$ cat src/include/phy_cfg_pkg.sv
// Functional notes
// - Slew pins load default of slew field
// - Strap pins give port 0 address, lsb zero
// - Port 1 address is port 0 plus one
// - Fiber uses signal detect; copper holds it low
// - Fiber transmits on pair B, receives on A
package phy_cfg_pkg;

    // Register offsets (Wishbone byte addresses)
    localparam logic [7:0] REG_GLOBAL_OFS = 8'h00;   // Slew field, software reset
    localparam logic [7:0] REG_PORT0_OFS  = 8'h04;   // Port 0 control and status
    localparam logic [7:0] REG_PORT1_OFS  = 8'h08;   // Port 1 control and status
    localparam logic [7:0] REG_ADDR_OFS   = 8'h0C;   // Management addresses

    // Global register fields
    localparam int SLEW_LSB    = 10;                 // Slew field low bit
    localparam int SLEW_MSB    = 11;                 // Slew field high bit
    localparam int SWRST_BIT   = 15;                 // Software reset bit

    // Port register fields
    localparam int FIBER_BIT   = 0;                  // Fiber mode select
    localparam int SPEED_BIT   = 1;                  // Speed status
    localparam int LINK_BIT    = 2;                  // Link status
    localparam int DUPLEX_BIT  = 3;                  // Duplex status
    localparam int SIGDET_BIT  = 8;                  // Signal detect readback
    localparam int TXPAIR_BIT  = 9;                  // Transmit pair is B
    localparam int RXPAIR_BIT  = 10;                 // Receive pair is B
    localparam int IND_LSB     = 12;                 // Indicator readback low bit

    // Address register fields
    localparam int MGMT_PORT_ADDR_STRAP_B1_LSB   = 8;                  // Port 1 address low bit

    localparam logic [1:0] SLEW_RST = 2'h0;          // Slew reset before strap load
    localparam logic       ADDR_LSB_P0 = 1'b0;       // Port 0 address bit 0
    localparam logic [4:0] ADDR_STEP   = 5'h01;      // Port 1 address offset

    localparam int REF_CLK_MHZ = 25;                 // Reference clock rate

    // Indicator map choices, encoded {sel1, sel0}
    typedef enum logic [1:0] {
        MAP_BASIC    = 2'h0,
        MAP_ACTIVITY = 2'h1,
        MAP_TRAFFIC  = 2'h2,
        MAP_ISOLATE  = 2'h3
    } ind_map_t;

    // Per-port live status
    typedef struct packed {
        logic speed;
        logic link;
        logic duplex;
        logic activity;
        logic collision;
        logic rx_act;
        logic tx_act;
        logic isolate;
    } port_stat_t;

    // Classic Wishbone request
    typedef struct packed {
        logic        cyc;
        logic        stb;
        logic        we;
        logic [3:0]  sel;
        logic [7:0]  adr;
        logic [31:0] dat;
    } wb_req_t;

endpackage

$ cat src/core/indicator_mux.sv
`timescale 1ns/1ps
`default_nettype none
module indicator_mux (
    input  wire logic                     mclk_i,
    input  wire logic                     rst_i,
    input  wire phy_cfg_pkg::ind_map_t    map_i,
    input  wire phy_cfg_pkg::port_stat_t  stat_i,
    output logic [2:0]                    ind_o
);
    import phy_cfg_pkg::*;

    logic [2:0] ind_d;   // Next indicator levels
    logic [2:0] ind_q;   // Registered indicator levels

    // Pick the status shown on each of the three indicators
    always_comb begin
        case (map_i)
            MAP_BASIC:    ind_d = {stat_i.duplex, stat_i.link, stat_i.speed};
            MAP_ACTIVITY: ind_d = {stat_i.duplex | stat_i.collision,
                                   stat_i.link | stat_i.activity, stat_i.speed};
            MAP_TRAFFIC:  ind_d = {stat_i.tx_act, stat_i.rx_act, stat_i.link};
            MAP_ISOLATE:  ind_d = {stat_i.duplex | stat_i.collision,
                                   stat_i.link | stat_i.isolate, stat_i.speed};
            default:      ind_d = 3'h0;
        endcase
    end

    // Register the indicators
    always_ff @(posedge mclk_i) begin
        if (rst_i) begin
            ind_q <= 3'h0;
        end else begin
            ind_q <= ind_d;
        end
    end

    assign ind_o = ind_q;
endmodule
`default_nettype wire

$ cat src/core/pin_sync.sv
`timescale 1ns/1ps
`default_nettype none
module pin_sync #(
    parameter int WIDTH = 1
) (
    input  wire logic             mclk_i,
    input  wire logic             rst_i,
    input  wire logic [WIDTH-1:0] pin_i,
    output logic [WIDTH-1:0]      sync_o
);
    logic [WIDTH-1:0] meta_q;   // First stage, read only by second
    logic [WIDTH-1:0] sync_q;   // Second stage

    // Two-flop synchroniser
    always_ff @(posedge mclk_i) begin
        if (rst_i) begin
            meta_q <= '0;
            sync_q <= '0;
        end else begin
            meta_q <= pin_i;
            sync_q <= meta_q;
        end
    end

    assign sync_o = sync_q;
endmodule
`default_nettype wire

$ cat src/core/phy_global_strap_config.sv
`timescale 1ns/1ps
`default_nettype none
module phy_global_strap_config (
    input  wire logic                    mclk_i,
    input  wire logic                    rst_i,
    input  wire logic                    reset_pin_n_i,
    input  wire logic                    tx_edge_rate_sel_lo_i,
    input  wire logic                    tx_edge_rate_sel_hi_i,
    input  wire logic [3:0]              mgmt_port_addr_strap_i,
    input  wire logic                    indicator_map_sel0_i,
    input  wire logic                    indicator_map_sel1_i,
    input  wire logic [1:0]              fiber_sig_detect_i,
    input  wire phy_cfg_pkg::port_stat_t stat_p0_i,
    input  wire phy_cfg_pkg::port_stat_t stat_p1_i,
    input  wire phy_cfg_pkg::wb_req_t    wb_req_i,
    output logic [31:0]                  wb_dat_o,
    output logic                         wb_ack_o,
    output logic                         core_reset_o,
    output logic [1:0]                   tx_slew_o,
    output logic [4:0]                   mgmt_addr_p0_o,
    output logic [4:0]                   mgmt_addr_p1_o,
    output logic [1:0]                   fiber_mode_o,
    output logic [1:0]                   sig_quality_o,
    output logic [1:0]                   tx_on_pair_b_o,
    output logic [1:0]                   rx_on_pair_b_o,
    output logic [2:0]                   indicator_p0_o,
    output logic [2:0]                   indicator_p1_o
);
    import phy_cfg_pkg::*;

    // Synchronised pins
    logic [1:0] slew_s;     // Slew strap pins
    logic [3:0] addr_s;     // Address strap pins
    logic [1:0] map_s;      // Indicator map pins
    logic [1:0] sd_s;       // Signal detect pins
    logic       rstn_s;     // Reset pin, active low

    pin_sync #(.WIDTH(11)) u_sync (
        .mclk_i (mclk_i),
        .rst_i  (rst_i),
        .pin_i  ({tx_edge_rate_sel_hi_i, tx_edge_rate_sel_lo_i, mgmt_port_addr_strap_i,
                  indicator_map_sel1_i, indicator_map_sel0_i, fiber_sig_detect_i, reset_pin_n_i}),
        .sync_o ({slew_s, addr_s, map_s, sd_s, rstn_s})
    );

    // Register state
    logic [1:0] slew_q,  slew_d;    // Slew field
    logic       swrst_q, swrst_d;   // Software reset bit
    logic [1:0] fiber_q, fiber_d;   // Per-port fiber mode
    logic [3:0] addr_q,  addr_d;    // Latched address straps
    logic       load_q,  load_d;    // Strap load pending
    logic       ack_q,   ack_d;     // Wishbone acknowledge
    logic [31:0] dat_q,  dat_d;     // Read data
    logic       crst_q,  crst_d;    // Combined reset

    logic       hit;                // Bus access this cycle
    logic       wr;                 // Write strobe
    logic       any_rst;            // Combined reset condition

    // Combined reset from pin or software bit; bus reset acts only through the register reset
    assign any_rst = !rstn_s || swrst_q;

    // Build one port's readback word
    function automatic logic [31:0] port_word(input logic fib, input logic sd, input logic [2:0] ind,
                                              input port_stat_t st);
        logic [31:0] w;
        w = 32'h0;
        w[FIBER_BIT]  = fib;
        w[SPEED_BIT]  = st.speed;
        w[LINK_BIT]   = st.link;
        w[DUPLEX_BIT] = st.duplex;
        w[SIGDET_BIT] = sd;
        w[TXPAIR_BIT] = fib;
        w[RXPAIR_BIT] = 1'b0;
        w[IND_LSB +: 3] = ind;
        return w;
    endfunction

    assign hit = wb_req_i.cyc && wb_req_i.stb && !ack_q;
    assign wr  = hit && wb_req_i.we;

    // Next register values and bus answer
    always_comb begin
        slew_d  = slew_q;
        swrst_d = 1'b0;
        fiber_d = fiber_q;
        addr_d  = addr_q;
        load_d  = 1'b0;
        ack_d   = hit;
        dat_d   = 32'h0;
        crst_d  = any_rst;
        if (load_q) begin
            slew_d = slew_s;
            addr_d = addr_s;
        end
        if (wr) begin
            case (wb_req_i.adr)
                REG_GLOBAL_OFS: begin
                    if (wb_req_i.sel[1]) begin
                        slew_d  = wb_req_i.dat[SLEW_MSB:SLEW_LSB];
                        swrst_d = wb_req_i.dat[SWRST_BIT];
                    end
                end
                REG_PORT0_OFS: begin
                    if (wb_req_i.sel[0]) begin
                        fiber_d[0] = wb_req_i.dat[FIBER_BIT];
                    end
                end
                REG_PORT1_OFS: begin
                    if (wb_req_i.sel[0]) begin
                        fiber_d[1] = wb_req_i.dat[FIBER_BIT];
                    end
                end
                default: begin
                    dat_d = 32'h0;      // Unmapped writes ignored
                end
            endcase
        end
        if (hit && !wb_req_i.we) begin
            case (wb_req_i.adr)
                REG_GLOBAL_OFS: begin
                    dat_d[SLEW_MSB:SLEW_LSB] = slew_q;
                    dat_d[SWRST_BIT]         = swrst_q;
                end
                REG_PORT0_OFS: dat_d = port_word(fiber_q[0], sig_quality_o[0], indicator_p0_o, stat_p0_i);
                REG_PORT1_OFS: dat_d = port_word(fiber_q[1], sig_quality_o[1], indicator_p1_o, stat_p1_i);
                REG_ADDR_OFS: begin
                    dat_d[4:0]               = mgmt_addr_p0_o;
                    dat_d[MGMT_PORT_ADDR_STRAP_B1_LSB +: 5]    = mgmt_addr_p1_o;
                end
                default: dat_d = 32'h0; // Unmapped reads return zero
            endcase
        end
        if (any_rst) begin
            load_d  = 1'b1;            // Reload straps on release
            fiber_d = 2'h0;
        end
    end

    // Register all state
    always_ff @(posedge mclk_i) begin
        if (rst_i) begin
            slew_q  <= SLEW_RST;
            swrst_q <= 1'b0;
            fiber_q <= 2'h0;
            addr_q  <= 4'h0;
            load_q  <= 1'b1;
            ack_q   <= 1'b0;
            dat_q   <= 32'h0;
            crst_q  <= 1'b1;
        end else begin
            slew_q  <= slew_d;
            swrst_q <= swrst_d;
            fiber_q <= fiber_d;
            addr_q  <= addr_d;
            load_q  <= load_d;
            ack_q   <= ack_d;
            dat_q   <= dat_d;
            crst_q  <= crst_d;
        end
    end

    // Indicator mapping per port
    indicator_mux u_ind0 (
        .mclk_i (mclk_i),
        .rst_i  (rst_i),
        .map_i  (ind_map_t'({map_s[1], map_s[0]})),
        .stat_i (stat_p0_i),
        .ind_o  (indicator_p0_o)
    );
    indicator_mux u_ind1 (
        .mclk_i (mclk_i),
        .rst_i  (rst_i),
        .map_i  (ind_map_t'({map_s[1], map_s[0]})),
        .stat_i (stat_p1_i),
        .ind_o  (indicator_p1_o)
    );

    assign wb_dat_o       = dat_q;
    assign wb_ack_o       = ack_q;
    assign core_reset_o   = crst_q;
    assign tx_slew_o      = slew_q;
    assign mgmt_addr_p0_o = {addr_q, ADDR_LSB_P0};
    assign mgmt_addr_p1_o = mgmt_addr_p0_o + ADDR_STEP;
    assign fiber_mode_o   = fiber_q;
    assign sig_quality_o  = sd_s & fiber_q;
    assign tx_on_pair_b_o = fiber_q;
    assign rx_on_pair_b_o = 2'h0;
endmodule
`default_nettype wire

$ cat config.mk
export PLATFORM = sky130hd
export DESIGN_NAME = phy_global_strap_config
export DESIGN_NICKNAME = d
export VERILOG_FILES = /design/src/include/phy_cfg_pkg.sv /design/src/core/indicator_mux.sv /design/src/core/pin_sync.sv /design/src/core/phy_global_strap_config.sv
export SDC_FILE = /design/constraint.sdc
export NUM_CORES = 1
export LEC_CHECK = 0
export BUFFER_PORTS_ARGS = -buffer_cell sky130_fd_sc_hd__buf_2
export CORE_MARGIN = 5
export CORE_UTILIZATION = 40
export DETAILED_ROUTE_END_ITERATION = 6
export GPL_TIMING_DRIVEN = 0
export HOLD_SLACK_MARGIN = 0.15
export PLACE_DENSITY = 0.87
export SLEW_MARGIN = 0
export SYNTH_ARGS = -nofsm -noshare
export SYNTH_HDL_FRONTEND = slang
export SYNTH_HIERARCHICAL = 1
export SYNTH_SLANG_ARGS = --single-unit
$ cat constraint.sdc
create_clock -name mclk_i -period 1.85 [get_ports mclk_i]
set_input_delay 0.0925 -clock mclk_i [delete_from_list [all_inputs] [get_ports mclk_i]]
set_output_delay 0.0925 -clock mclk_i [all_outputs]
set_load 0.005 [all_outputs]
==> results_dict.tcl, run 1 <==
set metrics [dict create \
    fin_skew_ps 4.68 \
    reg2reg_from "u_sync/sync_o[3]" \
    fmax_mhz 583 \
    core_area_um2 5440 \
    grt_max_degree 16 \
    grt_overflow_total 0 \
    setup.worst_path.end_class "register" \
    grt_pass1_wl_mm 8.57 \
    track_usage_pct 14.9 \
    worstPathCellList "dlygate4sd3_1 > buf_2 > nor2b_1 > a211oi_1 > a211oi_1 > dlygate4sd3_1" \
    clock_latency_ps 290 \
    p_leak_nw 1.54 \
    place_area_um2 2770 \
    dr.pass1.iters 4 \
    crit_required_ps 2040 \
    finalCriticalPeriod_ps 1720 \
    stdcell_area_um2 3190 \
    worst-setup-path-type "in2reg" \
    io_buffers 81 \
    routed_wl_mm 5.23 \
    dieArea_um2 7080 \
    post_drt_wl_per_cell_um 12.2 \
    netlist_instances 217 \
    power.density_nw_per_um2 733 \
    remaining_drc_errors 0 \
    clockRootBuffer "clkbuf_8" \
    postCtsSetupBuffers 0 \
    critPathLaunchType "primary input" \
    max_stage_delay_ps 570 \
    ant_nets 0 \
    dpl.hpwl_mm 3.87 \
    clock-sinks 52 \
    drt_iter0_drc 57 \
    fill_cells 487 \
    cap_violations 0 \
    finalMaxSlewViolations 0 \
    tritoncts "built" \
    worstPathMaxFanout 4 \
    crit_arrival_ps 1900 \
    layout-drive-gt1-share_pct 43.1 \
    clkTransAtPathRegs_ps 90 \
    synth_top_family_by_area "simple AND/OR/NAND/NOR gates" \
    synth-simple-area-share_pct 24.2 \
    initial_core_util_pct 40.4 \
    ir_drop_mv 0.386 \
    dieHeight_um 84.1 \
    slowest_stage "dlygate4sd3_1" \
    syn_area_um2 2200 \
    numCtsBuffers 5 \
    path_delay_family "buffers and inverters" \
    ys_seq_area_share_pct 47.4 \
    r2r_end "u_ind1/ind_o[1]" \
    setup_viol 0 \
    vias_per_cell 4.38 \
    r2r_cells 4 \
    critPathBufInv 3 \
    ys_seq_elements 52 \
    synth_compound_area_share_pct 6.83 \
    status "completed" \
    yosys.area_share.xor_xnor_pct 0 \
    fin_setup_tns_ps 0 \
    num_antenna_cells 0 \
    vias 1870 \
    crit_path_start "stat_p1_i[6]" \
    area_growth_pct 45.2 \
    finalCritPeriodShare_pct 92.7 \
    num-nets-final 431 \
    cp-endpoint "u_ind1/ind_o[1]" \
    hp-class "in2reg" \
    synth_mux_area_share_pct 8.14 \
    gp_congestion 0.775 \
    yosys_warnings 6 \
    rsz0062_at_grt "no" \
    synth_adder_area_share_pct 0 \
    ios 136 \
    clockBufferDepth 2 \
    r2r_slack_ps 160 \
    cp.depth 6 \
    grt_pass1_vias 1874 \
    htreeDepth 2 \
    hold_violations 0 \
    die_w_um 84.1 \
    post_synth_num_cell_types 34 \
    antenna_found_initial 0 \
    syn_area_per_cell_um2 10.1 \
    rows 27 \
]
[report_power, final]
group          internal (W)  total [W]  switching, W  leakage (nW)
clock network      0.000532   0.000868      0.000336        0.0642
logic              0.000179   0.000297      0.000118          1.05
registers           0.00116    0.00118     0.0000205         0.426
total               0.00187    0.00234      0.000475          1.54
[layout make-up]
cell class	count	area (um^2)	share of cell area [%]
tap	72	90.1	2.82
clock inverter	2	60.1	1.88
sequential	52	1040	32.6
inverter	4	15.0	0.470
clock buffer	5	68.8	2.16
timing repair buffer	110	696	21.8
buffer	38	274	8.58
multi-input combinational	144	947	29.7
[flip-flops by register name (all words and copies together) (netlist names)]
name,flops
u_ind1/ind_o,3
swrst_q,1
addr_q,4
u_ind0/ind_o,3
u_sync/sync_o,11
wb_ack_o,1
fiber_mode_o,2
tx_slew_o,2
wb_dat_o,13
load_q,1
u_sync/meta_q,11
[synth_stat cells (all sizes together)]
cell type | number | share of area (%)
nor2b | 30 | 11
nand3 | 3 | 0.68
nor2 | 20 | 3.6
nor4bb | 1 | 0.46
nor3b | 1 | 0.34
or4bb | 1 | 0.51
a22oi | 6 | 2.0
nor4 | 3 | 1.1
or4 | 2 | 0.85
o22ai | 2 | 0.57
mux2 | 7 | 3.6
and2b | 2 | 0.68
or4b | 1 | 0.63
conb | 2 | 0.34
nor3 | 2 | 0.46
nand3b | 1 | 0.34
mux2i | 10 | 4.6
or2 | 1 | 0.28
inv | 4 | 0.68
nand2 | 11 | 1.9
buf | 32 | 11
dfxtp | 52 | 47
and2 | 2 | 0.57
a21oi | 5 | 1.5
clkbuf | 6 | 1.0
a211oi | 8 | 2.7
nand4b | 2 | 0.80
[cells in the final DEF, fill, tap and decap left out, drive strengths merged, types with 3 or more instances in the layout]
cell         instances
a22oi                6
a21oi                5
dfxtp               52
mux2                 7
nor2                20
dlygate4sd3         29
nor2b               30
a211oi               8
nor4                 3
buf                113
nand3                3
clkbuf              11
conb                23
mux2i               10
inv                  4
nand2               11
[worst reg2reg max path: stages (launching register included)]
cell and delay (ps):
dfxtp_1 620, nand2_1 100, o22ai_1 190, a211oi_1 110
dlygate4sd3_1 570
[layer usage]
metal	share of wire, %	track usage (%)	wire length [um]
met5	0	0	0
met4	2.3	6.87	119
met3	7.3	4.22	379
met2	53	26.7	2780
met1	37	16.2	1950
[per-stage QoR]
stage	util (%)	hold slack (ps)	setup WS, ps	cells	total power, W
after floorplan	-	165	395	238	0.00135
after global placement	51.0	300	239	391	0.00144
after detailed placement	51.0	308	223	391	0.00144
after CTS	58.7	154	135	427	0.00235
after global routing	58.7	176	83.5	427	0.00244
final	58.7	156	134	427	0.00234
[repair_timing]
action,in CTS,in global routing
setup endpoints to repair,0,1
endpoints found under the hold margin,28,0
hold buffers,29,0
gates resized for setup,0,1
[kinds of logic (layout without fill, tap and decap cells)]
group	Yosys count	after routing
flip-flops	52	52
AND/OR/NAND/NOR	83	83
other	2	23
AO/OA/AOI/OAI	21	21
buffers and inverters	42	159
multiplexers	17	17
[how the worst min path moves through the flow]
stage                                   start          endpoint  cells past startpoint
floorplan                               rst_i   u_ind0/ind_o[0]                      1
global placement    mgmt_port_addr_strap_i[3]  u_sync/meta_q[8]                      2
detailed placement       indicator_map_sel0_i  u_sync/meta_q[3]                      2
CTS                                     rst_i   u_ind0/ind_o[0]                      2
global route                     wb_req_i[10]      tx_slew_o[0]                      3
finish                                  rst_i   u_ind1/ind_o[0]                      2
Note: power is estimated with default switching activity, not from simulation.
==> run 2, diff against run 1 <==
--- a/config.mk
+++ b/config.mk
@@ -10,4 +10,5 @@
 export CORE_UTILIZATION = 40
 export DETAILED_ROUTE_END_ITERATION = 6
+export GPL_ROUTABILITY_DRIVEN = 0
 export GPL_TIMING_DRIVEN = 0
 export HOLD_SLACK_MARGIN = 0.15
==> constraint.sdc (replaced) <==
create_clock -name mclk_i -period 1.85 [get_ports mclk_i]
set_input_delay 0.0925 -clock mclk_i [delete_from_list [all_inputs] [get_ports mclk_i]]
set_output_delay 0.0925 -clock mclk_i [all_outputs]
set_load 0.1 [all_outputs]
==> run 2 against run 1 <==
Against the previous run: cell count is 0.23% higher; total power increased by 5.1%; clock-buffer cell count increased by 1; fmax down 4.1%; global-route usage up 0.11 points; critical path type is now reg2reg; largest power group unchanged; highest routed layer unchanged.
==> results_dict.tcl, run 2 (same netlist as run 1, synthesis figures left out) <==
set metrics [dict create \
    status "completed" \
    finalCritPeriodShare_pct 96.7 \
    setup.worst_path.end_class "register" \
    rsz0062_at_grt "no" \
    r2r_end "u_ind1/ind_o[1]" \
    clock_latency_ps 310 \
    rows 27 \
    dr.pass1.iters 4 \
    area_growth_pct 44.5 \
    dieHeight_um 84.1 \
    fin_ws_ps 61.5 \
    clockRootBuffer "clkbuf_8" \
    clock-sinks 52 \
    hold_violations 0 \
    track_usage_pct 15.0 \
    fill_cells 477 \
    grt_pass1_vias 1874 \
    r2r_slack_ps 60 \
    fin_setup_tns_ps 0 \
    drt_iter0_drc 69 \
    power.density_nw_per_um2 775 \
    dpl.hpwl_mm 3.90 \
    remaining_drc_errors 0 \
    finalMaxSlewViolations 0 \
    setup_viol 0 \
    clockBufferDepth 2 \
    largest_reg_flops 13 \
    finalCriticalPeriod_ps 1790 \
    fin_skew_ps 9.35 \
    ir_drop_mv 0.326 \
    io_buffers 81 \
    layout-drive-gt1-share_pct 44.9 \
    r2r_cells 4 \
    hp-class "in2reg" \
    tritoncts "built" \
    htreeDepth 2 \
    reg2reg_from "u_sync/sync_o[4]" \
    mostFrequentLayoutCells "buf_2, dfxtp_1, buf_4, dlygate4sd3_1, conb_1" \
    grt_pass1_wl_mm 8.47 \
    num_antenna_cells 0 \
    antenna_found_initial 0 \
    vias 1881 \
    initial_core_util_pct 40.4 \
    min-delay-start "wb_req_i[34]" \
    clkTransAtPathRegs_ps 90 \
    post_drt_wl_per_cell_um 12.5 \
    final_common_cell "buf_2" \
    slowest_stage "dfxtp_1" \
    max_stage_delay_ps 620 \
    ant_nets 0 \
    num-nets-final 431 \
    worstPathMaxFanout 14 \
    routed_wl_mm 5.34 \
    grt_max_degree 17 \
    pre_cts_ws_ps 212 \
    crit_required_ps 2050 \
    worst-setup-path-type "reg2reg" \
    dieArea_um2 7080 \
    numCtsBuffers 5 \
    grt_overflow_total 0 \
    core_area_um2 5440 \
    hold_depth 3 \
    die_w_um 84.1 \
    vias_per_cell 4.39 \
    cap_violations 0 \
    critPathLaunchType "register" \
    path_common_cell "a211oi_1" \
    worstPathCellList "nor2b_1 > a211oi_1 > a211oi_1 > dlygate4sd3_1" \
    p_leak_nw 1.53 \
    crit_arrival_ps 1990 \
    final_util_pct 58.4 \
    min_to "swrst_q" \
    ios 136 \
    fmax_mhz 559 \
]
-- run 2: cell count changes in the layout (fill, tap and decap cells not counted), sizes merged --
cell and change:
clkinv +1, bufinv -2, clkbuf +1, inv +1
-- run 2: where the power goes --
group	switching [W]	internal, W
Sequential	0.0000220	0.00116
Clock	0.000365	0.000306
Combinational	0.000430	0.000182
Total	0.000818	0.00164
-- run 2: layout make-up --
class                           instances  area, um^2  area share (%)
Sequential cell                        52        1040            32.9
Multi-Input combinational cell        144         961            30.2
Timing Repair Buffer                  110         696            21.9
Buffer                                 38         274            8.63
Tap cell                               72        90.1            2.84
Clock buffer                            6        82.6            2.60
Inverter                                4        15.0           0.473
Clock inverter                          2        13.8           0.433
-- run 2: worst max-delay path: cells and delay by family (launching register included) --
kind,cells,cell delay [ps]
buffers and inverters,1,580
AND/OR/NAND/NOR,1,130
flip-flops,1,620
AO/OA/AOI/OAI,2,360
-- run 2: routing by layer --
metal | vias up | share of wire (%) | track usage (%)
met3 | 17 | 6.2 | 4.71
li1 | 951 | - | -
met4 | 0 | 3.6 | 7.60
met1 | 844 | 37 | 15.4
met2 | 69 | 53 | 27.2
met5 | - | 0 | 0
-- run 2: worst max path at each step --
| stage | cells after the start | end | from | slack (ps) |
|---|---|---|---|---|
| 2_1_floorplan | 4 | wb_dat_o[12] | wb_ack_o | 10 |
| 3_3_place_gp | 5 | wb_dat_o[11] | wb_req_i[33] | 240 |
| 3_5_place_dp | 5 | wb_dat_o[3] | wb_req_i[33] | 210 |
| 4_1_cts | 6 | wb_dat_o[3] | rst_i | 90 |
| 5_1_grt | 4 | u_ind1/ind_o[1] | u_sync/sync_o[4] | 2 |
| 6_report | 4 | u_ind1/ind_o[1] | u_sync/sync_o[4] | 60 |
-- run 2: stage by stage --
step / power (W) / hold slack [ps] / instance area [um^2] / std cells
6_report: 0.00246 / 168 / 3180 / 428
5_1_grt: 0.00255 / 161 / 3180 / 428
4_1_cts: 0.00247 / 155 / 3170 / 428
3_5_place_dp: 0.00176 / 304 / 2780 / 391
3_3_place_gp: 0.00175 / 300 / 2780 / 391
2_1_floorplan: 0.00166 / 165 / 2280 / 238
-- run 2: repair_timing --
| action | in CTS | in global routing |
|---|---|---|
| endpoints found under the setup margin | 0 | 11 |
| resized for setup | 0 | 2 |
| hold buffers | 29 | 0 |
| endpoints found under the hold margin | 28 | 0 |
| setup buffers | 0 | 0 |
==> run 3, diff against run 2 <==
Settings changed: SETUP_SLACK_MARGIN from default to 0.15.
==> run 3 against run 2 <==
Against the previous run: cell count is 0.70% lower; total power is 0.84% lower; via count is 0.96% lower; die area stayed put; hold slack worse by 13 ps; cell area is 1.0% lower; non-clock buffer count is 3 lower; flip-flop and latch count stayed put; largest cell class unchanged; largest power group unchanged.
==> results_dict.tcl, run 3 (same netlist as run 1, synthesis figures left out) <==
set metrics [dict create \
    ant_nets 0 \
    clockBufferDepth 2 \
    critPathLaunchType "primary input" \
    stdcell_area_um2 3140 \
    hp-class "in2reg" \
    drt_iter0_drc 72 \
    power_frac_seq_pct 48.2 \
    crit_required_ps 2040 \
    fmax_mhz 628 \
    worst-setup-path-type "in2reg" \
    power_w 0.00244 \
    status "completed" \
    track_usage_pct 13.9 \
    rows 27 \
    place_area_um2 2780 \
    p_int_w 0.00164 \
    max_stage_delay_ps 560 \
    clkTransAtPathRegs_ps 90 \
    clock-sinks 52 \
    switching_share_pct 32.9 \
    antenna_found_initial 0 \
    area_growth_pct 43.0 \
    num_antenna_cells 0 \
    hold_violations 0 \
    grt_pass1_wl_mm 8.18 \
    dr.pass1.iters 4 \
    grt_pass1_vias 1816 \
    initial_core_util_pct 40.4 \
    dieHeight_um 84.1 \
    holdWs_ps 155 \
    tightest_slew_ps 510 \
    worstPathCellList "dlygate4sd3_1 > buf_2 > nor2b_1 > a211oi_1 > a211oi_1 > dlygate4sd3_1" \
    die_w_um 84.1 \
    clockRootBuffer "clkbuf_8" \
    tritoncts "built" \
    numCtsBuffers 5 \
    crit_arrival_ps 1780 \
    worstPathMaxFanout 4 \
    pwr-share-comb_pct 24.8 \
    final_cell_count_no_fill 425 \
    power.density_nw_per_um2 776 \
    dpl.hpwl_mm 3.91 \
    finalCritPeriodShare_pct 86.0 \
    fin_setup_tns_ps 0 \
    slowest_stage "dlygate4sd3_1" \
    dieArea_um2 7080 \
    clock_latency_ps 290 \
    io_buffers 81 \
    remaining_drc_errors 0 \
    routed_wl_mm 5.18 \
    cap_violations 0 \
    grt_max_degree 17 \
    vias_per_cell 4.38 \
    htreeDepth 2 \
    max_slew_margin_pct 65.9 \
    fin_skew_ps 5.06 \
    mostFrequentLayoutCells "buf_2, dfxtp_1, buf_4, dlygate4sd3_1, conb_1" \
    p_leak_nw 1.51 \
    switchingPower_w 0.000802 \
    setup.worst_path.end_class "register" \
    finalMaxSlewViolations 0 \
    core_area_um2 5440 \
    finalCriticalPeriod_ps 1590 \
    num-nets-final 428 \
    place_inst 391 \
    clkPwrFrac_pct 26.9 \
    largest_reg_flops 13 \
    rsz0062_at_grt "no" \
    post_drt_wl_per_cell_um 12.2 \
    final_common_cell "buf_2" \
    setup_viol 0 \
    ir_drop_mv 0.473 \
    vias 1863 \
    layout-drive-gt1-share_pct 45.6 \
    grt_overflow_total 0 \
    ios 136 \
]
run 3: cell types whose count changed in the layout (fill, tap and decap cells not counted), sizes merged:
cell / before / now
dlygate4sd3: 29 / 26
run 3: layer usage:
layer | global-route usage (%) | vias up | wire [um]
met5 | 0 | - | 0
met1 | 15.5 | 835 | 1980
met2 | 25.5 | 79 | 2720
li1 | - | 943 | -
met3 | 4.12 | 6 | 406
met4 | 3.95 | 0 | 73
run 3: power by group through the flow:
stage          Clock (W)  Sequential (W)  Combinational (W)
2_1_floorplan          0         0.00130           0.000362
3_3_place_gp           0         0.00120           0.000551
3_5_place_dp           0         0.00120           0.000557
4_1_cts         0.000666         0.00118           0.000597
5_1_grt         0.000725         0.00118           0.000634
6_report        0.000657         0.00118           0.000606
run 3: path summary, 6_finish.rpt:
path                      from                end  slack, ps  cells past startpoint
max               stat_p0_i[6]    u_ind0/ind_o[1]        260                      6
min               wb_req_i[44]        wb_dat_o[9]        160                      3
max reg2reg   u_sync/sync_o[3]    u_ind0/ind_o[1]        270                      4
min reg2reg  u_sync/meta_q[10]  u_sync/sync_o[10]        440                      1
run 3: layout make-up:
| class | instances | area (um^2) |
|---|---|---|
| Buffer | 38 | 274 |
| Clock buffer | 6 | 82.6 |
| Clock inverter | 2 | 13.8 |
| Fill cell | 464 | 2290 |
| Inverter | 4 | 15.0 |
| Multi-Input combinational cell | 144 | 956 |
| Sequential cell | 52 | 1050 |
| Tap cell | 72 | 90.1 |
| Timing Repair Buffer | 107 | 666 |
run 3: through the flow:
step / setup slack (ps) / util [%]
floorplan: 225 / -
global placement: 237 / 51.1
detailed placement: 199 / 51.1
CTS: 206 / 57.3
global route: 184 / 57.8
finish: 259 / 57.8
run 3: critical path, delay by kind of cell:
| kind | cells | cell delay (ps) |
|---|---|---|
| buf+inv | 3 | 1250 |
| compound gates | 2 | 300 |
| simple gates | 1 | 130 |
run 3: what timing repair did:
item / in CTS / in global routing
gates resized for setup: 0 / 2
buffers inserted: 0 / 0
hold endpoints to repair: 23 / 2
hold buffers: 24 / 2
setup endpoints to repair: 0 / 11
